`config.mk`:
```
export PLATFORM = sky130hd
export DESIGN_NAME = mpp_port
export DESIGN_NICKNAME = d
export VERILOG_FILES = /design/src/verilog/mpp_pkg.sv /design/src/verilog/mpp_buf.sv /design/src/verilog/mpp_port.sv
export SDC_FILE = /design/constraint.sdc
export NUM_CORES = 1
export LEC_CHECK = 0
export BUFFER_PORTS_ARGS = -buffer_cell sky130_fd_sc_hd__buf_2
export CORE_UTILIZATION = 61
export CTS_CLUSTER_SIZE = 24
export DETAILED_ROUTE_END_ITERATION = 8
export PLACE_DENSITY = 0.85
export SLEW_MARGIN = 20
export SYNTH_ARGS = -nofsm -noshare
export SYNTH_HDL_FRONTEND = slang
export SYNTH_HIERARCHICAL = 1
export SYNTH_SLANG_ARGS = --single-unit
```
`constraint.sdc`:
```
create_clock -name clock_in -period 14.65 [get_ports clock_in]
set_input_delay 0.7325 -clock clock_in [delete_from_list [all_inputs] [get_ports clock_in]]
set_output_delay 0.7325 -clock clock_in [all_outputs]
set_load 0.05 [all_outputs]
```
`src/verilog/mpp_pkg.sv`:
```
// constants for the multiplexed parallel memory port
package mpp_pkg;
    localparam int ADDR_W = 24;
    localparam int PIN_W = 16;
    localparam int UPPER_LSB = 8;
    localparam int UPPER_W = 16;
    localparam logic [1:0] WIDTH_8 = 2'h0;
    localparam logic [1:0] WIDTH_16 = 2'h1;
    localparam logic ALE_POL_RESET = 1'h1;
    localparam int ALE_CYCLES = 2;
    localparam int STROBE_CYCLES = 3;
    localparam int HOLD_CYCLES = 1;
    localparam int CNT_W = 4;
    typedef enum logic [2:0] {
        MPP_RESET = 3'h0,
        MPP_IDLE = 3'h1,
        MPP_ADDR = 3'h2,
        MPP_GAP = 3'h3,
        MPP_STROBE = 3'h4,
        MPP_HOLD = 3'h5
    } mpp_state_type;
endpackage

```
`src/verilog/mpp_buf.sv`:
```
// two-entry buffer with valid and ready on both sides
`timescale 1ns/1ns
`default_nettype none
module mpp_buf #(
    parameter int WIDTH = 42
) (
    input wire logic clock_in,
    input wire logic rst_in,
    input wire logic in_valid_in,
    output logic in_ready_out,
    input wire logic [WIDTH-1:0] in_data_in,
    output logic out_valid_out,
    input wire logic out_ready_in,
    output logic [WIDTH-1:0] out_data_out
);
    logic [WIDTH-1:0] mem_q [2];
    logic [WIDTH-1:0] mem_d [2];
    logic wr_q, wr_d, rd_q, rd_d;
    logic [1:0] cnt_q, cnt_d;
    logic push, pop;
    logic ready_q, ready_d;

    if (WIDTH < 1)
    begin : g_width_chk
        $error("buffer width must be positive");
    end

    always_comb
    begin
        push = in_valid_in && ready_q;
        pop = out_ready_in && (cnt_q != 2'h0);
        mem_d = mem_q;
        if (push)
        begin
            mem_d[wr_q] = in_data_in;
        end
        wr_d = push ? ~wr_q : wr_q;
        rd_d = pop ? ~rd_q : rd_q;
        cnt_d = cnt_q + {1'h0, push} - {1'h0, pop};
        ready_d = (cnt_d != 2'h2);
    end

    always_ff @(posedge clock_in or posedge rst_in)
    begin
        if (rst_in)
        begin
            mem_q[0] <= '0;
            mem_q[1] <= '0;
            wr_q <= 1'h0;
            rd_q <= 1'h0;
            cnt_q <= 2'h0;
            ready_q <= 1'h0;
        end
        else
        begin
            mem_q <= mem_d;
            wr_q <= wr_d;
            rd_q <= rd_d;
            cnt_q <= cnt_d;
            ready_q <= ready_d;
        end
    end

    assign in_ready_out = ready_q;
    assign out_valid_out = (cnt_q != 2'h0);
    assign out_data_out = mem_q[rd_q];
endmodule
`default_nettype wire

```
`src/verilog/mpp_port.sv`:
```
// multiplexed parallel port engine driving shared address/data pins
// Behaviour
// - address and data share sixteen pins; latch strobe marks address phase
// - supports 8-bit and 16-bit transfer width modes
// - 8-bit mode pulses latch strobe whenever upper address bits change
// - read strobe held low during every read
// - write strobe held low during every write
// - latch strobe asserted whenever an address goes to the external latch; on 8-bit reads the low address byte goes out without it
// - latch strobe active high after reset; software may make it active low
// - flag use of pins keeps all three strobes inactive
`timescale 1ns/1ns
`default_nettype none
module mpp_port (
    input wire logic clock_in,
    input wire logic rst_in,
    input wire logic req_valid_in,
    output logic req_ready_out,
    input wire logic req_write_in,
    input wire logic [mpp_pkg::ADDR_W-1:0] req_addr_in,
    input wire logic [mpp_pkg::PIN_W-1:0] req_wdata_in,
    input wire logic [1:0] width_mode_in,
    input wire logic ale_active_low_in,
    input wire logic flag_mode_in,
    input wire logic [mpp_pkg::PIN_W-1:0] flag_out_value_in,
    input wire logic [mpp_pkg::PIN_W-1:0] flag_out_enable_in,
    output logic [mpp_pkg::PIN_W-1:0] flag_in_value_out,
    output logic rd_valid_out,
    output logic [mpp_pkg::PIN_W-1:0] rd_data_out,
    input wire logic [mpp_pkg::PIN_W-1:0] shared_addr_data_pins_in,
    output logic [mpp_pkg::PIN_W-1:0] shared_addr_data_pins_out,
    output logic [mpp_pkg::PIN_W-1:0] shared_addr_data_pins_oe_out,
    output logic rd_n_out,
    output logic rd_n_oe_out,
    output logic wr_n_out,
    output logic wr_n_oe_out,
    output logic ale_out,
    output logic ale_oe_out,
    output logic busy_out
);
    localparam int BW = 1 + mpp_pkg::ADDR_W + mpp_pkg::PIN_W + 2;
    localparam int PW = mpp_pkg::PIN_W;

    ////////////////////////////////////////////////////////////////////////
    // request buffer
    logic buf_valid, buf_ready;
    logic [BW-1:0] buf_data;

    mpp_buf #(.WIDTH(BW)) u_buf (
        .clock_in(clock_in),
        .rst_in(rst_in),
        .in_valid_in(req_valid_in),
        .in_ready_out(req_ready_out),
        .in_data_in({req_write_in, req_addr_in, req_wdata_in, width_mode_in}),
        .out_valid_out(buf_valid),
        .out_ready_in(buf_ready),
        .out_data_out(buf_data)
    );

    ////////////////////////////////////////////////////////////////////////
    // pin synchroniser
    logic [PW-1:0] pin_s1_q, pin_s2_q;

    always_ff @(posedge clock_in or posedge rst_in)
    begin
        if (rst_in)
        begin
            pin_s1_q <= '0;
            pin_s2_q <= '0;
        end
        else
        begin
            pin_s1_q <= shared_addr_data_pins_in;
            pin_s2_q <= pin_s1_q;
        end
    end

    ////////////////////////////////////////////////////////////////////////
    // transfer engine
    mpp_pkg::mpp_state_type st_q, st_d;
    logic [mpp_pkg::CNT_W-1:0] cnt_q, cnt_d;
    logic [BW-1:0] cur_q, cur_d;
    logic [mpp_pkg::UPPER_W-1:0] upper_q, upper_d;
    logic upper_ok_q, upper_ok_d;
    logic pol_d, ale_d, ale_q;
    logic [PW-1:0] pad_q, pad_d, pad_oe_q, pad_oe_d;
    logic rd_n_q, rd_n_d, wr_n_q, wr_n_d, ale_act_q, ale_act_d, oe_q, oe_d;
    logic rdv_q, rdv_d, busy_q, busy_d;
    logic [PW-1:0] rdd_q, rdd_d, fin_q, fin_d;

    function automatic logic [mpp_pkg::UPPER_W-1:0] upper_of(
        input logic [mpp_pkg::ADDR_W-1:0] a);
        upper_of = a[mpp_pkg::ADDR_W-1:mpp_pkg::UPPER_LSB];
    endfunction

    logic c_wr;
    logic [mpp_pkg::ADDR_W-1:0] c_addr;
    logic [PW-1:0] c_wdata;
    logic [1:0] c_mode;
    logic n_wr;
    logic [mpp_pkg::ADDR_W-1:0] n_addr;
    logic [1:0] n_mode;

    assign {c_wr, c_addr, c_wdata, c_mode} = cur_q;
    assign n_wr = buf_data[BW-1];
    assign n_addr = buf_data[BW-2 -: mpp_pkg::ADDR_W];
    assign n_mode = buf_data[1:0];
    assign buf_ready = (st_q == mpp_pkg::MPP_IDLE) && !flag_mode_in;

    always_comb
    begin
        st_d = st_q;
        cnt_d = cnt_q;
        cur_d = cur_q;
        upper_d = upper_q;
        upper_ok_d = upper_ok_q;
        pol_d = ale_active_low_in ? 1'h0 : 1'h1;
        pad_d = pad_q;
        pad_oe_d = pad_oe_q;
        rd_n_d = 1'h1;
        wr_n_d = 1'h1;
        ale_act_d = 1'h0;
        oe_d = 1'h1;
        rdv_d = 1'h0;
        rdd_d = rdd_q;
        busy_d = (st_q != mpp_pkg::MPP_IDLE);
        fin_d = pin_s2_q;
        unique case (st_q)
            mpp_pkg::MPP_RESET:
            begin
                st_d = mpp_pkg::MPP_IDLE;
                pad_oe_d = '0;
            end
            mpp_pkg::MPP_IDLE:
            begin
                if (flag_mode_in)
                begin
                    // strobes stay inactive while pins serve as flags
                    pad_d = flag_out_value_in;
                    pad_oe_d = flag_out_enable_in;
                    upper_ok_d = 1'h0;
                end
                else
                begin
                    pad_oe_d = '0;
                    if (buf_valid)
                    begin
                        cur_d = buf_data;
                        busy_d = 1'h1;
                        if (n_mode == mpp_pkg::WIDTH_8 && upper_ok_q &&
                            upper_of(n_addr) == upper_q)
                        begin
                            st_d = mpp_pkg::MPP_STROBE;
                            cnt_d = 4'(mpp_pkg::STROBE_CYCLES - 1);
                            rd_n_d = n_wr;
                            wr_n_d = ~n_wr;
                            // low byte goes out with the strobe
                            pad_d = {{(PW-8){1'h0}},
                                n_wr ? buf_data[9:2] : n_addr[7:0]};
                            pad_oe_d = n_wr ? '1 : {{8{1'h0}}, {8{1'h1}}};
                        end
                        else
                        begin
                            st_d = mpp_pkg::MPP_ADDR;
                            cnt_d = 4'(mpp_pkg::ALE_CYCLES - 1);
                            ale_act_d = 1'h1;
                            pad_oe_d = '1;
                            pad_d = (n_mode == mpp_pkg::WIDTH_8)
                                ? upper_of(n_addr)
                                : n_addr[PW-1:0];
                        end
                    end
                end
            end
            mpp_pkg::MPP_ADDR:
            begin
                ale_act_d = 1'h1;
                if (cnt_q == '0)
                begin
                    ale_act_d = 1'h0;
                    st_d = mpp_pkg::MPP_GAP;
                    // a 16-bit address overwrites the external latch
                    upper_d = upper_of(c_addr);
                    upper_ok_d = (c_mode == mpp_pkg::WIDTH_8);
                end
                else
                begin
                    cnt_d = cnt_q - 4'h1;
                end
            end
            mpp_pkg::MPP_GAP:
            begin
                // address held one cycle after strobe drops
                st_d = mpp_pkg::MPP_STROBE;
                cnt_d = 4'(mpp_pkg::STROBE_CYCLES - 1);
                rd_n_d = c_wr;
                wr_n_d = ~c_wr;
                if (c_mode == mpp_pkg::WIDTH_8)
                begin
                    pad_d = {{(PW-8){1'h0}}, c_wr ? c_wdata[7:0] : c_addr[7:0]};
                    pad_oe_d = c_wr ? '1 : {{8{1'h0}}, {8{1'h1}}};
                end
                else
                begin
                    pad_d = c_wdata;
                    pad_oe_d = {PW{c_wr}};
                end
            end
            mpp_pkg::MPP_STROBE:
            begin
                rd_n_d = c_wr;
                wr_n_d = ~c_wr;
                if (cnt_q == '0)
                begin
                    rd_n_d = 1'h1;
                    wr_n_d = 1'h1;
                    st_d = mpp_pkg::MPP_HOLD;
                    if (!c_wr)
                    begin
                        rdv_d = 1'h1;
                        rdd_d = (c_mode == mpp_pkg::WIDTH_8)
                            ? {{(PW-8){1'h0}}, pin_s2_q[PW-1:8]}
                            : pin_s2_q;
                    end
                end
                else
                begin
                    cnt_d = cnt_q - 4'h1;
                end
            end
            mpp_pkg::MPP_HOLD:
            begin
                st_d = mpp_pkg::MPP_IDLE;
                pad_oe_d = '0;
            end
            default:
            begin
                st_d = mpp_pkg::MPP_IDLE;
            end
        endcase
        ale_d = ale_act_d ? pol_d : ~pol_d;
    end

    always_ff @(posedge clock_in or posedge rst_in)
    begin
        if (rst_in)
        begin
            st_q <= mpp_pkg::MPP_RESET;
            cnt_q <= '0;
            cur_q <= '0;
            upper_q <= '0;
            upper_ok_q <= 1'h0;
            ale_q <= ~mpp_pkg::ALE_POL_RESET;
            pad_q <= '0;
            pad_oe_q <= '0;
            rd_n_q <= 1'h1;
            wr_n_q <= 1'h1;
            ale_act_q <= 1'h0;
            oe_q <= 1'h0;
            rdv_q <= 1'h0;
            rdd_q <= '0;
            busy_q <= 1'h0;
            fin_q <= '0;
        end
        else
        begin
            st_q <= st_d;
            cnt_q <= cnt_d;
            cur_q <= cur_d;
            upper_q <= upper_d;
            upper_ok_q <= upper_ok_d;
            ale_q <= ale_d;
            pad_q <= pad_d;
            pad_oe_q <= pad_oe_d;
            rd_n_q <= rd_n_d;
            wr_n_q <= wr_n_d;
            ale_act_q <= ale_act_d;
            oe_q <= oe_d;
            rdv_q <= rdv_d;
            rdd_q <= rdd_d;
            busy_q <= busy_d;
            fin_q <= fin_d;
        end
    end

    ////////////////////////////////////////////////////////////////////////
    // pin drivers
    assign ale_out = ale_q;
    assign ale_oe_out = oe_q;
    assign rd_n_out = rd_n_q;
    assign rd_n_oe_out = oe_q;
    assign wr_n_out = wr_n_q;
    assign wr_n_oe_out = oe_q;
    assign shared_addr_data_pins_out = pad_q;
    assign shared_addr_data_pins_oe_out = pad_oe_q;
    assign rd_valid_out = rdv_q;
    assign rd_data_out = rdd_q;
    assign busy_out = busy_q;
    assign flag_in_value_out = fin_q;
endmodule
`default_nettype wire

```
## After elaboration in Yosys (flattened, before gate mapping)

Cells that the tools add are included.

- Register bits after elaboration: 260
- Bits of input ports: 96

- $add $sub $neg: 3
- Order comparisons: 3
- Equality and inequality tests: 15
- Multiplexer cells: 59
- Bitwise logic cells: 7
- Reductions and logical operators: 25

Operators with widths:

| cell | number |
|---|---|
| two-way mux 16 bit | 12 |
| two-way mux 43 bit | 4 |
| bitwise mux 86 bit | 1 |
| one-hot mux 16 bit (3 select lines) | 1 |
| demux 43 bit (select 1 bit) | 1 |
| one-hot mux 16 bit (2 select lines) | 1 |
| two-way mux 1 bit | 22 |
| == test 16 bit | 1 |
| two-way mux 8 bit | 2 |
| two-way mux 3 bit | 5 |
| inequality test 2 bit (second input constant) | 7 |
| two-way mux 4 bit | 3 |
| one-hot mux 3 bit (4 select lines) | 1 |
| one-hot mux 4 bit (3 select lines) | 1 |
| AND reduction 3 bit | 3 |
| AND reduction 4 bit | 2 |
| == test 3 x 2 -> 1 bit (second input constant) | 2 |
| == test 3 bit (second input constant) | 2 |
| logical AND 1 bit | 6 |
| one-hot mux 1 bit (3 select lines) | 2 |
| nonzero test 2 bit | 3 |
| nonzero test 3 bit | 2 |
| inverter 1 bit | 5 |
| greater-or-equal comparator 2 bit (second input constant) | 2 |
| 16 further kinds | 21 |

## Logic depth before layout (Yosys ltp)

- Depth after elaboration: 12
- Depth in mapped cells: 10
- Depth with buffers taken out: 9

## By module

The synthesis kept the hierarchy.

Modules (own cells, without submodules):

| module | times used | cells each | area an instance (um2) | sequential area each (um2) |
|---|---|---|---|---|
| mpp_port | 1 | 629 | 7216.9 | 4231.6 |
| mpp_buf | 1 | 256 | 4108.9 | 2277.2 |

## Least setup slack after synthesis

OpenSTA, ideal clock, no wires.

- Path type: register -> register
- From: register u_buf.rd_q
- To: register pad_q[0] (netlist: shared_addr_data_pins_out[0])
- Setup time: 0.126 ns
- Arrival: 2.499 ns
- Data required time: 14.524 ns
- Slack: 12.025 ns
- Stages on the path, launching flop included: 10
- Buffers on the path: 3
- Path through: dfrtp_1 > clkbuf_1 > buf_2 > mux2_2 > xor2_1 > nor4_1 > nand3_1 > buf_6 > o31a_1 > a221o_1

- Elaborated cells on any way between the ends: 14
- Classes of those cells: eq/ne: 1; mux: 9; bitwise: 1; reduce/logical: 3

RTL lines:

| item | RTL line | RTL |
|---|---|---|
| from (decl) | mpp_buf.sv:18 | `logic wr_q, wr_d, rd_q, rd_d;` |
| from (signal assigned) | mpp_buf.sv:58 | `rd_q <= rd_d;` |
| inverter 1 -> 2 bit (not written as such) | mpp_buf.sv:66 | `assign out_data_out = mem_q[rd_q];` |
| two-way mux 43 bit (not written as such) (3 in series) | mpp_buf.sv:66 |  |
| net buf_data[27] | mpp_port.sv:46 | `logic [BW-1:0] buf_data;` |
| == test 16 bit | mpp_port.sv:150 | `upper_of(n_addr) == upper_q)` |
| logical AND 1 bit | mpp_port.sv:149 | `if (n_mode == mpp_pkg::WIDTH_8 && upper_ok_q &&` |
| two-way mux 16 bit | mpp_port.sv:149 |  |
| two-way mux 16 bit | mpp_port.sv:145 | `if (buf_valid)` |
| two-way mux 16 bit | mpp_port.sv:135 | `if (flag_mode_in)` |
| one-hot mux 16 bit (2 select lines) | mpp_port.sv:127 | `unique case (st_q)` |
| to (signal assigned) | mpp_port.sv:272 | `pad_q <= pad_d;` |
| to (decl) | mpp_port.sv:85 | `logic [PW-1:0] pad_q, pad_d, pad_oe_q, pad_oe_d;` |

The timed path passes the listed nets, and every way through them passes these cells. The select of a mux whose other input is x is not followed.
A chain may end at the register's enable or synchronous reset.

## Final worst setup path

- From: register u_buf.rd_q
- To: register pad_q[4] (netlist: shared_addr_data_pins_out[4])

Same word-level chain as after synthesis.

==> results.txt <==
Critical R2R Capture -> shared_addr_data_pins_out[4]
Final Skew -> 0.00552 ns
Syn_nets -> 983
Startpoint Class -> flip-flop
Layout area overhead -> 15.9%
Final period util -> 25.5%
Post-DR wirelength/cell -> 20.6 um
CTS Buffer Depth -> 3
Die area -> 0.0191 mm^2
CTS Buf Count -> 26
Post-synth ARST share -> 100%
Layout cells sized above 1 -> 40.5%
Syn. warnings -> 6
Initial antenna violation count -> 1
RSZ-0062 raised after global routing -> false
Sequential fraction of the synthesis area -> 57.5%
Post_cts resized -> 0
Required time worst endpoint -> 15.05 ns
Vias -> 7716
WHS -> 0.244 ns
Clock slew at reported path FFs -> 0.06 ns
Core region area -> 0.0181 mm^2
Num rows -> 49
H-tree levels -> 1
Num ports -> 169
Cts hold-fix bufs -> 0
Crit-path max FO -> 44
Clock Tree Root -> clkbuf_16
Most frequent cells in the layout -> dfrtp_1 (257), buf_2 (168), mux2_2 (142), nand2_1 (85), a21oi_1 (48)
HP Class -> in2async
Number of global-route vias before repair -> 7936
Avg Inst Size Synth -> 12.8 um^2
CP Launch Point -> u_buf/rd_q
Outcome -> finished, violations left
Setup TNS -> 0 ns
Post-synth top flop -> dfrtp_1
GRT Util Overall -> 28.4%
Critical path class -> reg2reg
Arrival time at the worst endpoint -> 4.13 ns
Final min period -> 3.73 ns
Reg-to-Reg Start -> u_buf/rd_q
CTS tree -> done
Slew Viols, Final -> 0
# port buffers -> 168
Clk Latency, worst-skew pair -> 0.52 ns
Worst-Margin Slew -> 1.05 ns
Setup bufs post-CTS -> 0
Synthesized area -> 0.0113 mm^2
Worst slew margin -> 29.5%
DR DRC count -> 21
Max Cap Viol -> 0
Finish-stage setup viols -> 0
Die width -> 138 um
Layout fillers -> 1117
Slack of the worst reg-to-reg path -> 10.92 ns
Violated checks -> DRC
Worst vdd rail ir drop -> 0.123 mV
Commonest non-fill, non-tap cell in the layout -> dfrtp_1
Syn Inst Count -> 885
Vias per cell -> 6.00
Fmax -> 268 MHz
Total gr overflow -> 0
P per Cell Area -> 254 mW/mm^2
Final Util -> 72.6%
Fin nets -> 1134
Antenna Nets Post-Route -> 0
Final wirelength -> 26500 um
Seq cells post-synth -> 260
DP Wirelength -> 17600 um
Cells on worst reg2reg path -> 6
Final hold vios -> 0
Die Ht -> 138 um
Iter 0 DRT Violations -> 626
Post-synth cell types -> 57
Gpl congestion -> 0.867
Largest net degree at the start of global routing -> 94
Lkg Pwr -> 6.20 nW
Worst setup EP type -> flip-flop
Sink Count -> 260
DRT Pass-1 Iters -> 7
Global-route wire length before repair -> 42900 um
Number of synthesized flops with an enable pin -> 0
Starting Density -> 62.6%
cells in the mapped netlist, types with 4 or more instances:
cell / count / share of area (%)
a21oi_1: 48 / 2.1
a221o_1: 8 / 0.71
a31oi_1: 8 / 0.44
buf_2: 15 / 0.66
buf_6: 6 / 0.60
clkbuf_1: 27 / 0.89
dfrtp_1: 258 / 57
inv_1: 7 / 0.23
mux2_1: 7 / 0.70
mux2_2: 142 / 14
mux2_4: 39 / 5.2
mux2i_1: 25 / 2.2
nand2_1: 86 / 2.9
nand2b_1: 8 / 0.44
nand3_1: 12 / 0.53
nor2_1: 30 / 0.99
nor3_1: 5 / 0.22
nor4_1: 4 / 0.22
o211ai_1: 11 / 0.73
o21ai_0: 32 / 1.4
o21ai_1: 18 / 0.80
o21ai_2: 8 / 0.62
o221a_2: 8 / 0.80
o31a_1: 9 / 0.70
or3_1: 4 / 0.22
xor2_1: 18 / 1.4
where the power goes:
| part | internal [mW] | switching [mW] |
|---|---|---|
| Combinational | 0.612 | 0.832 |
| Sequential | 1.00 | 0.210 |
| Clock | 0.397 | 0.272 |
worst max path at each step:
stage / to / cells after the start / slack [ns]
after floorplan: ale_oe_out / 1 / 9.35
after global placement: shared_addr_data_pins_out[1] / 6 / 11.14
after detailed placement: shared_addr_data_pins_out[7] / 6 / 11.01
after CTS: shared_addr_data_pins_out[4] / 6 / 10.94
after global routing: shared_addr_data_pins_out[6] / 6 / 10.72
final: shared_addr_data_pins_out[4] / 6 / 10.92
cells by family after synthesis:
kind of cell	synth area share [%]
flip-flops	57.5
AO/OA/AOI/OAI	9.36
adder cells (fa/ha/maj)	0.221
multiplexers	22.2
buffers and inverters	2.65
AND/OR/NAND/NOR	6.61
other	0.0331
XOR/XNOR	1.47
through the flow:
step | worst slack [ns] | cell area [um^2] | std cells | total power, mW
after floorplan | 9.35 | 11300 | 885 | 2.27
after global placement | 11.14 | 12300 | 1237 | 2.58
after detailed placement | 11.01 | 12300 | 1237 | 2.63
after CTS | 10.94 | 13100 | 1284 | 3.32
after global routing | 10.72 | 13100 | 1285 | 3.48
final | 10.92 | 13100 | 1285 | 3.33
registers in the layout, summed over array words and instances (netlist names), 2 cells and up:
register	flops
cur_q	43
shared_addr_data_pins_oe_out	16
fin_d	16
u_buf/cnt_q	2
shared_addr_data_pins_out	16
u_buf/mem_q	86
rd_data_out	16
upper_q	16
pin_s1_q	16
st_q	3
flag_in_value_out	16
cnt_q	4
layout make-up:
class / count / area [um^2] / share of cell area (%)
diodes: 1 / 2.50 / 0.0191
clock buffers: 38 / 767 / 5.84
clock inverters: 9 / 103 / 0.782
inverters: 9 / 40.0 / 0.305
multi-input cells: 564 / 4520 / 34.5
flip-flops and latches: 260 / 6510 / 49.6
well taps: 229 / 287 / 2.18
repair buffers: 175 / 893 / 6.81
worst max-delay path: stages (launching register included):
cell	delay, ns
dfrtp_2	1.06
mux2_2	0.46
xor2_1	0.17
nor4_1	0.33
nand4b_1	0.70
o31a_1	0.55
a221o_1	0.30
layer usage:
| layer | routed length (um) | up-vias | global-route usage, % | part of all wire [%] |
|---|---|---|---|---|
| met3 | 1790 | 55 | 5.02 | 6.7 |
| met2 | 12800 | 312 | 45.7 | 48 |
| met1 | 11200 | 3893 | 39.7 | 42 |
| met5 | 0 | - | 0 | 0 |
| met4 | 709 | 0 | 9.52 | 2.7 |
| li1 | - | 3456 | - | - |
(Power assumes the default switching activity.)
